File: config.mk
export PLATFORM = sky130hd
export DESIGN_NAME = nfsb_top
export DESIGN_NICKNAME = d
export VERILOG_FILES = /design/src/nfsb_pkg.sv /design/src/nfsb_top.sv
export VERILOG_INCLUDE_DIRS = /design/src
export SDC_FILE = /design/constraint.sdc
export NUM_CORES = 1
export LEC_CHECK = 0
export BUFFER_PORTS_ARGS = -buffer_cell sky130_fd_sc_hd__buf_4
export CAP_MARGIN = 20
export CELL_PAD_IN_SITES_DETAIL_PLACEMENT = 1
export CELL_PAD_IN_SITES_GLOBAL_PLACEMENT = 2
export CORE_MARGIN = 8
export CORE_UTILIZATION = 35
export CTS_CLUSTER_DIAMETER = 30
export DETAILED_ROUTE_END_ITERATION = 12
export PLACE_DENSITY_LB_ADDON = 0.08
export SLEW_MARGIN = 20
export SYNTH_ARGS = -nofsm -noshare
export SYNTH_HDL_FRONTEND = slang
export SYNTH_SLANG_ARGS = --single-unit
File: constraint.sdc
create_clock -name i_ref_clk -period 4 [get_ports i_ref_clk]
set_clock_uncertainty 0.2 [all_clocks]
set_input_delay 0.4 -clock i_ref_clk [delete_from_list [all_inputs] [get_ports i_ref_clk]]
set_output_delay 0.4 -clock i_ref_clk [all_outputs]
set_load 0.01 [all_outputs]
File: src/nfsb_regs.svh
`ifndef NFSB_REGS_SVH
`define NFSB_REGS_SVH
`define NFSB_ADDR_PROT 12'h000
`define NFSB_ADDR_FEAT 12'h004
`define NFSB_ADDR_STAT 12'h008
`define NFSB_ADDR_EVT 12'h00C
`define NFSB_ADDR_FADR 12'h010
`define NFSB_ADDR_IRQS 12'h014
`define NFSB_ADDR_IRQM 12'h018
`define NFSB_FA_PROT 8'hA0
`define NFSB_FA_FEAT 8'hB0
`define NFSB_FA_STAT 8'hC0
`define NFSB_FA_STAT2 8'hF0
`define NFSB_OP_GETF 8'h0F
`define NFSB_OP_SETF 8'h1F
`define NFSB_OP_SRST 8'hFF
`define NFSB_OP_PEXE 8'h10
`define NFSB_OP_BERS 8'hD8
`define NFSB_OP_PRD 8'h13
`define NFSB_PROT_RST 8'h38
`define NFSB_FEAT_RST 8'h10
`define NFSB_PROT_MASK 8'hBE
`define NFSB_FEAT_MASK 8'hD1
`define NFSB_BIT_LOCK 7
`define NFSB_BIT_QE 0
`define NFSB_BIT_ECC 4
`define NFSB_BIT_PFAIL 3
`define NFSB_BIT_EFAIL 2
`endif

File: src/nfsb_pkg.sv
package nfsb_pkg;
    typedef enum logic [1:0] {NFSB_OP, NFSB_ADR, NFSB_DAT, NFSB_DONE}
        nfsb_phase_type;
endpackage : nfsb_pkg

File: src/nfsb_top.sv
`timescale 1ns/1ps
`default_nettype none
`include "nfsb_regs.svh"
// Behaviour
// lock bit with wp low blocks protect writes
// protection levels power up ones, others zero
// otp bits power up zero, soft reset keeps
// ecc enable powers up one
// host may clear ecc enable
// quad ops only while quad enable set
// ecc status zeroed on reset, read start
// ecc status loaded after valid read
// ecc status meaningless when ecc disabled
// power-on ecc status from page zero
// program fail sets flag, powers up zero
// protected program attempt sets program fail
// program execute or reset clears program fail
// erase failure or locked erase sets flag
// erase start or reset clears erase fail
// feature read returns addressed status byte
// host writes reserved bits as zero
// quad enable at bit zero of b0
module nfsb_top import nfsb_pkg::*; (
    input wire logic i_ref_clk,
    input wire logic i_reset_n,
    input wire logic i_psel,
    input wire logic i_penable,
    input wire logic i_pwrite,
    input wire logic [11:0] i_paddr,
    input wire logic [31:0] i_pwdata,
    output logic [31:0] o_prdata,
    output logic o_pready,
    output logic o_pslverr,
    input wire logic i_sclk,
    input wire logic i_cs_n,
    input wire logic i_mosi,
    input wire logic i_wp_n,
    output logic o_miso,
    output logic o_miso_oe,
    input wire logic i_prog_fail,
    input wire logic i_prot_prog,
    input wire logic i_erase_fail,
    input wire logic i_locked_erase,
    input wire logic i_read_done,
    input wire logic [3:0] i_read_result,
    input wire logic i_quad_req,
    output logic o_quad_grant,
    output logic o_ecc_active,
    output logic o_irq
);
    logic [2:0] sclk_s, cs_s, mosi_s, wp_s;
    logic [7:0] prot;
    logic [7:0] feat;
    logic [3:0] eccst;
    logic pfail, efail;
    logic [7:0] shreg;
    logic [2:0] bitcnt;
    logic [7:0] opc, fadr, txbyte;
    nfsb_phase_type phase;
    logic [4:0] irqs, irqm;
    logic [7:0] host_fadr;
    logic por_done;

    // two-flop sync of pins
    always_ff @(posedge i_ref_clk or negedge i_reset_n)
    begin
        if (!i_reset_n)
        begin
            sclk_s <= 3'h0;
            cs_s <= 3'h7;
            mosi_s <= 3'h0;
            wp_s <= 3'h7;
        end
        else
        begin
            sclk_s <= {sclk_s[1:0], i_sclk};
            cs_s <= {cs_s[1:0], i_cs_n};
            mosi_s <= {mosi_s[1:0], i_mosi};
            wp_s <= {wp_s[1:0], i_wp_n};
        end
    end

    wire rise = sclk_s[1] & ~sclk_s[2];
    wire fall = ~sclk_s[1] & sclk_s[2];
    wire sel = ~cs_s[1];
    wire [7:0] nbyte = {shreg[6:0], mosi_s[1]};
    wire byte_end = sel & rise & (bitcnt == 3'h7);
    wire op_end = byte_end & (phase == NFSB_OP);
    wire soft_rst = op_end & (nbyte == `NFSB_OP_SRST);
    wire pexe = op_end & (nbyte == `NFSB_OP_PEXE);
    wire bers = op_end & (nbyte == `NFSB_OP_BERS);
    wire prd = op_end & (nbyte == `NFSB_OP_PRD);
    wire setf = byte_end & (phase == NFSB_DAT) & (opc == `NFSB_OP_SETF);
    // lock with wp low
    wire prot_lock = prot[`NFSB_BIT_LOCK] & ~wp_s[1];
    wire apb_wr = i_psel & i_penable & i_pwrite & o_pready;

    function automatic logic [7:0] rd_feat(input logic [7:0] a);
        // addressed status byte
        case (a)
            `NFSB_FA_PROT: rd_feat = prot;
            `NFSB_FA_FEAT: rd_feat = feat;
            `NFSB_FA_STAT: rd_feat = {2'b00, eccst[3:2], pfail, efail, 2'b00};
            `NFSB_FA_STAT2: rd_feat = {2'b00, eccst[1:0], 4'h0};
            default: rd_feat = 8'h00;
        endcase
    endfunction : rd_feat

    // spi byte framing
    always_ff @(posedge i_ref_clk or negedge i_reset_n)
    begin
        if (!i_reset_n)
        begin
            shreg <= 8'h00;
            bitcnt <= 3'h0;
            phase <= NFSB_OP;
            opc <= 8'h00;
            fadr <= 8'h00;
        end
        else if (!sel)
        begin
            bitcnt <= 3'h0;
            phase <= NFSB_OP;
        end
        else if (rise)
        begin
            shreg <= nbyte;
            bitcnt <= bitcnt + 3'h1;
            if (bitcnt == 3'h7)
            begin
                case (phase)
                    NFSB_OP:
                    begin
                        opc <= nbyte;
                        phase <= NFSB_ADR;
                    end
                    NFSB_ADR:
                    begin
                        fadr <= nbyte;
                        phase <= NFSB_DAT;
                    end
                    NFSB_DAT: phase <= NFSB_DONE;
                    default: phase <= NFSB_DONE;
                endcase
            end
        end
    end

    // get features output
    always_ff @(posedge i_ref_clk or negedge i_reset_n)
    begin
        if (!i_reset_n)
        begin
            txbyte <= 8'h00;
            o_miso <= 1'b0;
            o_miso_oe <= 1'b0;
        end
        else
        begin
            o_miso_oe <= sel & (phase == NFSB_DAT) & (opc == `NFSB_OP_GETF);
            if (byte_end & (phase == NFSB_ADR))
                txbyte <= rd_feat(nbyte);
            else if (fall & (phase == NFSB_DAT))
            begin
                o_miso <= txbyte[7];
                txbyte <= {txbyte[6:0], 1'b0};
            end
        end
    end

    // feature writes
    always_ff @(posedge i_ref_clk or negedge i_reset_n)
    begin
        if (!i_reset_n)
        begin
            // power-up protection
            prot <= `NFSB_PROT_RST;
            // R4: R6: power-up features
            feat <= `NFSB_FEAT_RST;
        end
        else if (setf)
        begin
            // R17: guarded protect write
            if (fadr == `NFSB_FA_PROT && !prot_lock)
                prot <= nbyte & `NFSB_PROT_MASK;
            // R18: feature byte write
            if (fadr == `NFSB_FA_FEAT)
                feat <= nbyte & `NFSB_FEAT_MASK;
        end
    end

    // quad gate
    always_ff @(posedge i_ref_clk or negedge i_reset_n)
    begin
        if (!i_reset_n)
        begin
            o_quad_grant <= 1'b0;
            o_ecc_active <= 1'b1;
        end
        else
        begin
            o_quad_grant <= i_quad_req & feat[`NFSB_BIT_QE];
            // R9: ecc off path
            o_ecc_active <= feat[`NFSB_BIT_ECC];
        end
    end

    // ecc status
    always_ff @(posedge i_ref_clk or negedge i_reset_n)
    begin
        if (!i_reset_n)
        begin
            eccst <= 4'h0;
            por_done <= 1'b0;
        end
        else if (soft_rst || prd)
            // zero on reset or read
            eccst <= 4'h0;
        else if (i_read_done)
        begin
            // R10: load result
            eccst <= i_read_result;
            por_done <= 1'b1;
        end
    end

    // fail flags, set wins
    always_ff @(posedge i_ref_clk or negedge i_reset_n)
    begin
        if (!i_reset_n)
        begin
            pfail <= 1'b0;
            efail <= 1'b0;
        end
        else
        begin
            // R12: R13: program fail
            if (i_prog_fail || i_prot_prog)
                pfail <= 1'b1;
            else if (pexe || soft_rst)
                pfail <= 1'b0;
            // R15: erase fail
            if (i_erase_fail || i_locked_erase)
                efail <= 1'b1;
            else if (bers || soft_rst)
                efail <= 1'b0;
        end
    end

    wire [4:0] evt = {i_read_done, setf, soft_rst, 1'b0,
        i_prog_fail | i_prot_prog | i_erase_fail | i_locked_erase};

    // apb registers and irq
    always_ff @(posedge i_ref_clk or negedge i_reset_n)
    begin
        if (!i_reset_n)
        begin
            irqs <= 5'h00;
            irqm <= 5'h00;
            host_fadr <= 8'h00;
            o_irq <= 1'b0;
            o_prdata <= 32'h00000000;
            o_pready <= 1'b0;
            o_pslverr <= 1'b0;
        end
        else
        begin
            irqs <= evt | (irqs & ~((apb_wr &&
                i_paddr == `NFSB_ADDR_IRQS) ? i_pwdata[4:0] : 5'h00));
            if (apb_wr && i_paddr == `NFSB_ADDR_IRQM)
                irqm <= i_pwdata[4:0];
            if (apb_wr && i_paddr == `NFSB_ADDR_FADR)
                host_fadr <= i_pwdata[7:0];
            o_irq <= |(irqs & irqm);
            o_pready <= i_psel & i_penable & ~o_pready;
            o_pslverr <= 1'b0;
            if (i_psel && i_penable && !o_pready)
            begin
                case (i_paddr)
                    `NFSB_ADDR_PROT: o_prdata <= {24'h0, prot};
                    `NFSB_ADDR_FEAT: o_prdata <= {24'h0, feat};
                    `NFSB_ADDR_STAT: o_prdata <= {24'h0, rd_feat(`NFSB_FA_STAT)};
                    `NFSB_ADDR_EVT: o_prdata <= {31'h0, por_done};
                    `NFSB_ADDR_FADR: o_prdata <= {24'h0, rd_feat(host_fadr)};
                    `NFSB_ADDR_IRQS: o_prdata <= {27'h0, irqs};
                    `NFSB_ADDR_IRQM: o_prdata <= {27'h0, irqm};
                    default:
                    begin
                        o_prdata <= 32'h00000000;
                        o_pslverr <= 1'b1;
                    end
                endcase
            end
        end
    end

    // locked protect unchanged
    a_prot_lock_hold: assert property (@(posedge i_ref_clk)
        disable iff (!i_reset_n) $past(prot_lock) |-> prot == $past(prot))
        else $error("protect changed while locked");
    // unlocked write lands
    a_prot_write: assert property (@(posedge i_ref_clk)
        disable iff (!i_reset_n) setf && fadr == `NFSB_FA_PROT && !prot_lock
        |=> prot == ($past(nbyte) & `NFSB_PROT_MASK))
        else $error("protect write lost");
    // R18: feature write lands
    a_feat_write: assert property (@(posedge i_ref_clk)
        disable iff (!i_reset_n) setf && fadr == `NFSB_FA_FEAT
        |=> feat == ($past(nbyte) & `NFSB_FEAT_MASK))
        else $error("feature write lost");
    // R4: R6: soft reset keeps features
    a_feat_srst_keep: assert property (@(posedge i_ref_clk)
        disable iff (!i_reset_n) soft_rst |=> feat == $past(feat))
        else $error("features changed by soft reset");
    // zero after soft reset
    a_ecc_srst_zero: assert property (@(posedge i_ref_clk)
        disable iff (!i_reset_n) soft_rst |=> eccst == 4'h0)
        else $error("ecc status not zeroed");
    // zero at read start
    a_ecc_read_zero: assert property (@(posedge i_ref_clk)
        disable iff (!i_reset_n) prd |=> eccst == 4'h0)
        else $error("ecc status not zeroed at read");
    // loaded after read
    a_ecc_load: assert property (@(posedge i_ref_clk)
        disable iff (!i_reset_n) i_read_done && !soft_rst && !prd
        |=> eccst == $past(i_read_result))
        else $error("ecc status not loaded");
    // program fail sets
    a_pfail_set: assert property (@(posedge i_ref_clk)
        disable iff (!i_reset_n) i_prog_fail |=> pfail)
        else $error("program fail not set");
    // protected program sets
    a_pfail_prot: assert property (@(posedge i_ref_clk)
        disable iff (!i_reset_n) i_prot_prog |=> pfail)
        else $error("protected program not flagged");
    // cleared by execute
    a_pfail_clear: assert property (@(posedge i_ref_clk)
        disable iff (!i_reset_n) pexe && !i_prog_fail && !i_prot_prog
        |=> !pfail) else $error("pfail not cleared");
    // cleared by soft reset
    a_pfail_srst: assert property (@(posedge i_ref_clk)
        disable iff (!i_reset_n) soft_rst && !i_prog_fail && !i_prot_prog
        |=> !pfail) else $error("pfail not cleared by reset");
    // erase fail sets
    a_efail_set: assert property (@(posedge i_ref_clk)
        disable iff (!i_reset_n) i_erase_fail || i_locked_erase |=> efail)
        else $error("erase fail not set");
    // cleared by erase start
    a_efail_clear: assert property (@(posedge i_ref_clk)
        disable iff (!i_reset_n) (bers || soft_rst) && !i_erase_fail
        && !i_locked_erase |=> !efail) else $error("efail not cleared");
    // quad follows enable
    a_quad_gate: assert property (@(posedge i_ref_clk)
        disable iff (!i_reset_n) o_quad_grant |-> $past(feat[`NFSB_BIT_QE]))
        else $error("quad without enable");
endmodule : nfsb_top
`default_nettype wire

== Word level (Yosys, flattened, before mapping) ==
Cells that the tools add are included.

* $add $sub $neg: 1
* Equal/unequal tests: 25
* Muxes and demuxes: 20
* Bitwise logic cells: 35
* Reduce and logical (&&, ||, !) cells: 31

{| class="wikitable"
|+ Operators with widths
! cell !! count
|-
| 8-bit == test, second input constant || 12
|-
| 8-bit one-hot mux with 4 select lines || 2
|-
| 8-bit one-hot mux with 7 select lines || 1
|-
| 12-bit by 5-bit == test with 1-bit output, second input constant || 3
|-
| 12-bit by 4-bit == test with 1-bit output, second input constant || 2
|-
| 8-bit by 5-bit == test with 1-bit output, second input constant || 3
|-
| 1-bit bitwise AND || 21
|-
| 8-bit 2-to-1 mux || 2
|-
| 12-bit by 3-bit == test with 1-bit output, second input constant || 1
|-
| 12-bit logical NOT || 1
|-
| 2-bit AND reduction || 6
|-
| 2-bit nonzero test || 6
|-
| 5-bit bitwise AND || 2
|-
| 8-bit by 4-bit == test with 1-bit output, second input constant || 1
|-
| 4-bit 2-to-1 mux || 2
|-
| 4-bit AND reduction || 2
|-
| 1-bit NOT || 7
|-
| 7-bit OR reduction || 1
|-
| 1-bit logical AND || 6
|-
| 1-bit 2-to-1 mux || 6
|-
| 2-bit 2-to-1 mux || 3
|-
| 3-bit 2-to-1 mux || 2
|-
| 1-bit logical OR || 5
|-
| 5-bit 2-to-1 mux || 1
|-
| 11 further kinds || 14
|}

* Bits in registers: 119
* Output and inout port bits: 39
* Logic and storage cells: 139

== Longest topological paths before layout ==
Gate-level depths: netlist (run 1).

* Depth after elaboration: 9
* Gate-level depth with buffers: 9

== Worst setup path before layout (run 1) ==
No wires, ideal clock.

* Path kind: register to register
* Start: register opc[5]
* End: register prot[1]
* Library setup time: 125 ps
* Arrival time: 1,817 ps
* Required time: 3,675 ps
* Setup slack: 1,858 ps
* Stages on the path, launching flop included: 6
* Path buffers: 1
* Path through: dfrtp_1 -> or4b_4 -> nor4b_4 -> and4_1 -> buf_6 -> mux2_4

* Cells in the longest elaborated chain, start to end: 3

{| class="wikitable"
|+ RTL lines
! element !! RTL line !! text
|-
| start: declaration || nfsb_top.sv:58 || <nowiki>logic [7:0] opc, fadr, txbyte;</nowiki>
|-
| start signal: assignment || nfsb_top.sv:134 || <nowiki>opc <= nbyte;</nowiki>
|-
| 8-bit by 5-bit == test with 1-bit output (no line) || -- ||
|-
| 1-bit bitwise AND || nfsb_top.sv:93 || <nowiki>wire setf = byte_end & (phase == NFSB_DAT) & (opc == `NFSB_OP_SETF);</nowiki>
|-
| 2-bit AND reduction (no line) || -- ||
|-
| end signal: assignment || nfsb_top.sv:177 || <nowiki>prot <= `NFSB_PROT_RST;</nowiki>
|-
| end signal: assignment || nfsb_top.sv:185 || <nowiki>prot <= nbyte & `NFSB_PROT_MASK;</nowiki>
|-
| end: declaration || nfsb_top.sv:52 || <nowiki>logic [7:0] prot;</nowiki>
|}

Every way passes these cells.
A chain may end at the register's enable or synchronous reset.

== Worst setup path in the final report (run 1) ==
* Start: register bitcnt[0]
* End: register txbyte[3]

* Cells in the longest elaborated chain, start to end: 4

{| class="wikitable"
|+ RTL lines
! element !! RTL line !! text
|-
| start: declaration || nfsb_top.sv:57 || <nowiki>logic [2:0] bitcnt;</nowiki>
|-
| start signal: assignment || nfsb_top.sv:128 || <nowiki>bitcnt <= bitcnt + 3'h1;</nowiki>
|-
| 3-bit == test * || nfsb_top.sv:87 || <nowiki>wire byte_end = sel & rise & (bitcnt == 3'h7);</nowiki>
|-
| 1-bit bitwise AND * || nfsb_top.sv:87 ||
|-
| 1-bit bitwise AND * || nfsb_top.sv:161 || <nowiki>if (byte_end & (phase == NFSB_ADR))</nowiki>
|-
| 8-bit 2-to-1 mux or 2-bit nonzero test (tied branches) || -- ||
|-
| end signal: assignment || nfsb_top.sv:162 || <nowiki>txbyte <= rd_feat(nbyte);</nowiki>
|-
| end signal: assignment || nfsb_top.sv:166 || <nowiki>txbyte <= {txbyte[6:0], 1'b0};</nowiki>
|-
| end: declaration || nfsb_top.sv:58 ||
|}

Every way passes the cells marked *; elsewhere a longest branch is shown, timed or not.

==> impl_summary.txt, run 1 <==
----------------------------------------------------
[Outcome]
  Status ... completed

[Job]
  Number of max-cap violations ... 0

[STA]
  Worst rel slew slack ... ~36%
  Setup TNS ... 0 ns
  Final worst path period share ... 65.6%
  Unrepaired setup endpoints after global routing ... false
  Final hold violation count ... 0
  Number of setup violations in the final report ... 0
  Final Max Slew Viols ... 0
  Post-route minimum period ... roughly 2.6 ns
  Worst-Margin Slew ... around 0.96 ns
  Worst Hold Margin ... about 0.0074 ns
  Maximum operating frequency ... between 300 and 400 MHz

[Global routing]
  Number of global-route vias before repair ... ~3500
  Global router's overall resource usage ... about 15%
  Number of antenna violations at the first check in global routing ... 0
  Pin count of the biggest net entering global routing ... 75
  Wire length of the first global-routing pass ... roughly 20000 um
  Total congestion overflow ... 0

[Critical path]
  Startpoint of the worst register-to-register path ... bitcnt[0]
  Setup CP Type ... reg2reg
  Worst-path maximum fanout ... 20
  Critical Path Start Type ... flip-flop
  Highest cell delay on the worst timing path ... between 0.5 and 0.6 ns
  Signal arrival time at the worst endpoint ... approximately 2.7 ns
  CP Cell Sequence ... ha_1, ha_1, nand4bb_4, or2_1, or2_1, or3_1, a21oi_1
  Launch point of the critical path ... bitcnt[0]
  Cell at the slowest stage of the critical path ... or2_1
  Critical Path End Type ... flip-flop
  Critical Path RT ... 4.07 ns

[Floorplan]
  Die Y-Extent ... roughly 130 um
  I/O pin cnt ... 102
  Core Region ... about 13000 sq um
  Horizontal die dimension ... approximately 130 um
  Die Footprint ... between 15000 and 20000 sq um
  Initial Utilization ... between 30 and 40%
  # rows ... 42

[Placement]
  Detail Placement HPWL ... between 8000 and 9000 um
  Number of input and output port buffers inserted ... 53
  Final GP Congestion ... 0.769

[Clock network]
  Clock tree from TritonCTS ... done
  Deepest level of the CTS H-tree ... 3
  Number of clock buffers inserted by TritonCTS ... 9
  TritonCTS Sinks ... 95
  CTS root buf ... clkbuf_16
  Postcts setup bufs ... 0
  Clock Path Buffers ... 2
  Clock slew at reported path FFs ... 0.06 ns
  Insertion delay of the later-clocked pin in the worst-skew pair ... 0.35 ns

[Routing]
  Detailed-routing iteration count for the pre-antenna-repair pass ... 4
  WL per Instance ... approximately 19 um
  Post-detailed-routing wire length ... between 10000 and 15000 um
  Vias ... ~3300
  First-iteration detailed-routing DRC count ... between 150 and 200
  Remaining antenna violation count after routing ... 0
  Number of remaining DRC errors ... 0
  Ratio of routed vias to standard cells ... between 5 and 6

[Finish]
  Fill cell total of the finished layout ... around 1500
  Most frequent standard cell in the layout excluding fill and tap cells ... dfrtp_1
  Fraction of layout cells with a size suffix above 1 ... between 20% and 30%
  Core occupancy in the finished layout ... approximately two fifths
  Fin nets ... 532
  Diode count ... 0
  Layout overhead on the synthesized area ... 17.2%
  Leading cell types in the layout, fill and taps excluded ... 86 x dfrtp_1, 55 x buf_4, 52 x nand2_1, 37 x mux2_2, 25 x nor2_1

[Yosys]
  Flops & latches, synth ... 95
  Mean post-synth cell area ... around 11 sq um
  Part of the Yosys area used for sequential elements ... 51.6%
  Number of instances in the synthesized netlist ... around 420
  Number of enable flip-flop cells after synthesis ... 0
  Main synth FF type ... dfrtp_1
  Post-Syn Area ... 4630 sq um
  Number of warning messages in the yosys log ... 0
  Number of distinct library cells after synthesis ... 64
  Synth async-reset ratio ... 100%

[Power and ir drop]
  Overall power ... between 2 and 2.5 mW
  Leakage power total ... 2.51 nW
  PD cells ... 404 nW/um^2
  VDD IR-drop max ... approximately 0.2 mV

[Min path]
  Class of the worst hold path ... in2async

----------------------------------------------------
synth_stat cells (7+ instances only):
library cell,number,area (sq um)
buf_4,25,188
nand3_1,8,40.0
dfstp_2,9,236
o21ai_0,15,75.1
inv_1,7,26.3
nor2b_1,11,68.8
mux2i_1,8,80.1
a21oi_1,10,50.1
a22oi_1,7,52.6
mux2_2,37,417
dfrtp_1,86,2150
clkbuf_1,7,26.3
nor2_1,25,93.8
nand2_1,52,195
cells by family (layout without fill, tap and decap cells):
group	after synthesis	in the layout	synth area share (%)
xor gates and xnor gates	3	3	0.567
DFF	95	95	51.6
muxes	51	51	12.7
and+or+nand+nor	148	148	18.0
buffers and inverters	48	81	6.24
AOI/OAI and AO/OA	67	67	10.3
adders and majority gates	2	2	0.540
other	1	24	0.0809
cell type report:
cell class / count / area [sq um] / share of cell area [%]
inverters: 7 / 26.3 / 0.484
flip-flops and latches: 95 / 2390 / 44.0
repair buffers: 59 / 453 / 8.34
multi-input cells: 295 / 2040 / 37.6
well taps: 176 / 220 / 4.06
clock buffers: 12 / 256 / 4.72
clock inverters: 3 / 42.5 / 0.784
sequential cells by signal, summed over array words and instances, names as in the netlist, 4 cells and up:
register	flops
eccst	4
fadr	8
txbyte	8
o_prdata	8
irqs	5
opc	8
host_fadr	8
prot	6
shreg	7
irqm	5
feat	4
report_power, final:
| group | total [mW] | internal [mW] | switching [mW] |
|---|---|---|---|
| clock network | 0.882 | 0.515 | 0.367 |
| registers | 1.11 | 0.999 | 0.106 |
| logic | 0.209 | 0.0978 | 0.111 |
worst paths after layout:
| check | cells past startpoint | slack [ns] | end |
|---|---|---|---|
| max | 7 | 1.38 | txbyte[3] |
| min reg2reg | 0 | 0.16 | cs_s[1] |
| min | 1 | 0.007 | txbyte[7] |
| min in group i_ref_clk | 2 | 0.05 | irqs[1] |
| max in group asynchronous | 2 | 2.66 | prot[3] |
| max reg2reg | 7 | 1.38 | txbyte[3] |
timing repair:
item	4_1_cts	5_1_grt
hold endpoints to repair	4	0
setup endpoints to repair	0	0
hold buffers	4	0
resized for setup	0	0
per-stage QoR:
step,setup slack [ns],cell area [sq um],cells
final,1.38,5430,647
after CTS,1.36,5430,647
after detailed placement,1.39,5090,628
after global placement,1.41,5090,628
after global routing,1.19,5430,647
after floorplan,1.86,4720,438
per-layer routing:
metal | vias to the layer above | wire (um) | GRT usage (%)
met2 | 77 | 5350 | 22.1
met1 | 1668 | 5840 | 21.4
li1 | 1537 | - | -
met5 | - | 0 | 0
met3 | 6 | 729 | 4.41
met4 | 0 | 109 | 3.85
worst max-delay path, delay by kind of cell (launching register included):
family | cells | cell delay [ns]
fa+ha+maj | 2 | 0.41
simple gates | 4 | 1.42
flops | 1 | 0.38
compound gates | 1 | 0.14
No activity file was read; power rests on OpenSTA's default activity.
==> run 2: changes to the inputs <==
--- a/config.mk
+++ b/config.mk
@@ -6,12 +6,13 @@
 export SDC_FILE = /design/constraint.sdc
 export NUM_CORES = 1
 export LEC_CHECK = 0
+export ABC_AREA = 1
 export BUFFER_PORTS_ARGS = -buffer_cell sky130_fd_sc_hd__buf_4
 export CAP_MARGIN = 20
 export CELL_PAD_IN_SITES_DETAIL_PLACEMENT = 1
 export CELL_PAD_IN_SITES_GLOBAL_PLACEMENT = 2
 export CORE_MARGIN = 8
-export CORE_UTILIZATION = 35
+export CORE_UTILIZATION = 28
 export CTS_CLUSTER_DIAMETER = 30
 export DETAILED_ROUTE_END_ITERATION = 12
 export PLACE_DENSITY_LB_ADDON = 0.08
==> constraint.sdc (replaced) <==
create_clock -name i_ref_clk -period 2.35 [get_ports i_ref_clk]
set_clock_uncertainty 0.2 [all_clocks]
set_input_delay 0.235 -clock i_ref_clk [delete_from_list [all_inputs] [get_ports i_ref_clk]]
set_output_delay 0.235 -clock i_ref_clk [all_outputs]
set_load 0.01 [all_outputs]
==> impl_summary.txt, run 2 <==
----------------------------------------------------
[STA]
  Post-route minimum period ... 2.12 ns (was 2.62 ns)
  Final Max Slew Viols ... 0 (unchanged)
  Worst-Margin Slew ... 0.718 ns (was 0.957 ns)
  Number of setup violations in the final report ... 0 (unchanged)
  Worst rel slew slack ... 52.0% (was 36.2%)
  Unrepaired setup endpoints after global routing ... false (unchanged)
  Final worst path period share ... 90.3% (was 65.6%)
  Worst Hold Margin ... -0.00190 ns (was 0.00736 ns)
  Final hold violation count ... 1 (was 0)
  Maximum operating frequency ... 471 MHz (was 381 MHz)
  Setup TNS ... 0 ns (unchanged)

[Global routing]
  Number of antenna violations at the first check in global routing ... 0 (unchanged)
  Total congestion overflow ... 0 (unchanged)
  Wire length of the first global-routing pass ... 24300 um (was 19600 um)
  Number of global-route vias before repair ... 4558 (was 3548)
  Pin count of the biggest net entering global routing ... 38 (was 75)
  Global router's overall resource usage ... 14.1% (was 15.1%)

[Critical path]
  Launch point of the critical path ... bitcnt[0] (unchanged)
  CP Cell Sequence ... ha_1, ha_1, nand2_4, nor3_4, o211ai_2, nand2_1, o21ai_2 (was ha_1, ha_1, nand4bb_4, or2_1, or2_1, or3_1, a21oi_1)
  Worst reg-to-reg path cell count ... 7 (unchanged)
  End of the worst register-to-register path ... prot[1] (was txbyte[3])
  Critical Path RT ... 2.36 ns (was 4.07 ns)
  Signal arrival time at the worst endpoint ... 2.14 ns (was 2.70 ns)
  Setup CP Type ... reg2reg (unchanged)
  Critical Path Start Type ... flip-flop (unchanged)
  Startpoint of the worst register-to-register path ... bitcnt[0] (unchanged)
  Worst-path maximum fanout ... 12 (was 20)
  Most numerous cell on the critical path ... ha_1
  Highest cell delay on the worst timing path ... 0.38 ns (was 0.53 ns)
  Register-to-register setup slack ... 0.23 ns (was 1.38 ns)
  Critical Path End Type ... flip-flop (unchanged)
  Cell at the slowest stage of the critical path ... dfrtp_1 (was or2_1)
  Worst setup path endpoint ... prot[1] (was txbyte[3])

[Clock network]
  Insertion delay of the later-clocked pin in the worst-skew pair ... 0.35 ns (about the same)
  Number of instances resized during post-cts repair ... 0 (unchanged)
  TritonCTS Sinks ... 95 (unchanged)
  Postcts setup bufs ... 0 (unchanged)
  Clock Path Buffers ... 2 (unchanged)
  Clock tree from TritonCTS ... done (unchanged)
  Clock slew at reported path FFs ... 0.07 ns (was 0.06 ns)
  Number of clock buffers inserted by TritonCTS ... 9 (unchanged)
  Deepest level of the CTS H-tree ... 3 (unchanged)
  CTS root buf ... clkbuf_16 (unchanged)

[Yosys]
  Library cell with the largest summed area after synthesis ... dfrtp_1 (unchanged)
  Most frequent cells after synthesis ... 176 x nand2_1, 86 x dfrtp_1, 68 x inv_1 (was 86 x dfrtp_1, 52 x nand2_1, 37 x mux2_2)
  Number of enable flip-flop cells after synthesis ... 0 (unchanged)
  Main combinational cell family by area after synthesis ... simple AND/OR/NAND/NOR gates (unchanged)
  Number of distinct library cells after synthesis ... 38 (was 64)
  Synth top area cells ... dfrtp_1 45%, nand2_1 14%, nand3_1 5.9% (was dfrtp_1 46%, mux2_2 9.0%, dfstp_2 5.1%)
  Main synth FF type ... dfrtp_1 (unchanged)
  Basic-gate share of the synthesized area counting and, or, nand and nor cells ... 29.3% (was 18.0%)
  Top-count cell post-synth ... nand2_1 (was dfrtp_1)
  Flops & latches, synth ... 95 (unchanged)
  Post-synthesis share of cell area spent on xor and xnor gates ... 0% (was 0.567%)
  Number of warning messages in the yosys log ... 0 (unchanged)
  Post-Syn Area ... 4830 sq um (was 4630 sq um)
  Post-synthesis adder-cell area fraction ... 0.518% (was 0.540%)
  Post-synth top area share ... 44.5% (was 46.4%)
  Synth async-reset ratio ... 100% (unchanged)
  Part of the Yosys area used for sequential elements ... 49.4% (was 51.6%)
  Mean post-synth cell area ... 7.92 sq um (was 11.2 sq um)
  Synthesized-area fraction occupied by ao, oa, aoi and oai cells ... 10.1% (was 10.3%)
  Number of instances in the synthesized netlist ... 610 (was 415)
  Share of synthesized area spent on multiplexers ... 0% (was 12.7%)

[Placement]
  Placed cells ... 892 (was 628)
  Number of input and output port buffers inserted ... 53 (unchanged)
  Detail Placement HPWL ... 11400 um (was 8880 um)
  Final GP Congestion ... 0.743 (was 0.769)

[Routing]
  First-iteration detailed-routing DRC count ... 196 (was 170)
  Ratio of routed vias to standard cells ... 4.52 (was 5.08)
  Detailed-routing iteration count for the pre-antenna-repair pass ... 5 (was 4)
  Number of remaining DRC errors ... 0 (unchanged)
  Remaining antenna violation count after routing ... 0 (unchanged)
  WL per Instance ... 15.8 um (was 18.6 um)
  Vias ... 4199 (was 3288)
  Post-detailed-routing wire length ... 14700 um (was 12000 um)

[Power and ir drop]
  Part of the total power dissipated in combinational logic ... 10.1% (was 9.5%)
  Power dissipated by switching net loads ... 900 uW (was 584 uW)
  Switching Share ... 25.5% (was 26.6%)
  PD cells ... 591 nW/um^2 (was 404 nW/um^2)
  Part of the power in the clock network ... 40.9% (was 40.2%)
  Proportion of power drawn by flip-flops and latches ... 49.0% (was 50.3%)
  Cell internal power dissipation ... 2.63 mW (was 1.61 mW)
  VDD IR-drop max ... 0.330 mV (was 0.200 mV)
  Leakage power total ... 2.93 nW (was 2.51 nW)

[Finish]
  Fill cell total of the finished layout ... 2086 (was 1460)
  Layout overhead on the synthesized area ... 23.7% (was 17.2%)
  Leading cell types in the layout, fill and taps excluded ... 176 x nand2_1, 86 x dfrtp_1, 68 x inv_1, 67 x buf_4, 57 x nand3_1 (was 86 x dfrtp_1, 55 x buf_4, 52 x nand2_1, 37 x mux2_2, 25 x nor2_1)
  Fraction of layout cells with a size suffix above 1 ... 17.8% (was 28.7%)
  Combined area of the multi-input logic cells ... 2020 sq um (was 2040 sq um)
  Most frequent standard cell in the layout excluding fill and tap cells ... nand2_1 (was dfrtp_1)
  Post-layout instance count excluding filler cells ... 929 (was 647)
  Fin nets ... 764 (was 532)
  Diode count ... 0 (unchanged)
  Total area of sequential cells ... 2390 sq um (unchanged)

[Floorplan]
  Die Footprint ... 21700 sq um (was 17200 sq um)
  # rows ... 48 (was 42)
  Initial Utilization ... 28.2% (was 35.4%)
  Core Region ... 17100 sq um (was 13100 sq um)
  Horizontal die dimension ... 147 um (was 131 um)
  I/O pin cnt ... 102 (unchanged)
  Die Y-Extent ... 147 um (was 131 um)

[Min path]
  Class of the worst hold path ... in2reg (was in2async)
  Startpoint of the lowest-slack hold path ... i_pwdata[2]

[Job]
  Number of max-cap violations ... 0 (unchanged)

[Outcome]
  Status ... finished with violations (was completed)
  Failing checks ... negative hold slack

----------------------------------------------------
run 2: cell count changes after synthesis, sizes merged, moves of 11 or more:
cell   delta
mux2     -43
inv      +65
nor2     +30
nand3    +50
nor2b    -11
o21ai    +52
nand2   +132
run 2: layer usage:
layer	vias up	share of wire (%)	global-route usage, %
li1	2087	-	-
met1	2055	45	17.1
met3	13	2.3	2.48
met4	0	1.5	4.54
met2	44	51	25.0
met5	-	0	0
run 2: kinds of logic (layout without fill, tap and decap cells):
group,Yosys count,count (layout)
other,1,24
buffers and inverters,107,178
AOI/OAI and AO/OA,84,84
and+or+nand+nor,321,321
adders and majority gates,2,2
DFF,95,95
run 2: final cells by class:
| class | instances | area share (%) |
|---|---|---|
| Clock buffer | 12 | 3.95 |
| Clock inverter | 4 | 0.795 |
| Inverter | 73 | 4.58 |
| Multi-Input combinational cell | 431 | 33.8 |
| Sequential cell | 95 | 39.9 |
| Tap cell | 225 | 4.71 |
| Timing Repair Buffer | 89 | 12.3 |
run 2: metrics by stage:
| step | hold WS [ns] | power (mW) | instance area, sq um | worst slack [ns] | util [%] |
|---|---|---|---|---|---|
| floorplan | -0.261 | 1.92 | 4920 | 0.614 | - |
| global placement | 0.0224 | 2.08 | 5490 | 0.272 | 32.0 |
| detailed placement | 0.0265 | 2.09 | 5490 | 0.228 | 32.0 |
| CTS | 0.000269 | 3.59 | 5980 | 0.222 | 34.9 |
| global route | 0.0126 | 3.70 | 5980 | 0.0852 | 34.9 |
| finish | -0.00190 | 3.53 | 5980 | 0.228 | 34.9 |
run 2: worst max-delay path: cells and delay by family, from the launching register on:
kind | cells | cell delay [ns]
simple gates | 3 | 0.57
compound gates | 2 | 0.42
fa+ha+maj | 2 | 0.41
flops | 1 | 0.38
run 2: worst min path at each step:
stage | depth (start not counted) | endpoint
3_5_place_dp | 1 | host_fadr[1]
5_1_grt | 3 | host_fadr[2]
4_1_cts | 3 | host_fadr[3]
3_3_place_gp | 1 | host_fadr[1]
2_1_floorplan | 0 | bitcnt[0]
6_report | 3 | host_fadr[2]
run 2: power groups by stage:
stage	combinational [mW]	sequential [mW]	clock, mW
after global placement	0.324	1.76	0
after global routing	0.397	1.74	1.56
after CTS	0.360	1.73	1.50
after floorplan	0.175	1.75	0
final	0.356	1.73	1.45
after detailed placement	0.331	1.76	0
run 2: timing repair:
item / CTS / global route
hold endpoints to repair: 48 / 0
hold buffers: 21 / 0
setup endpoints to repair: 0 / 0
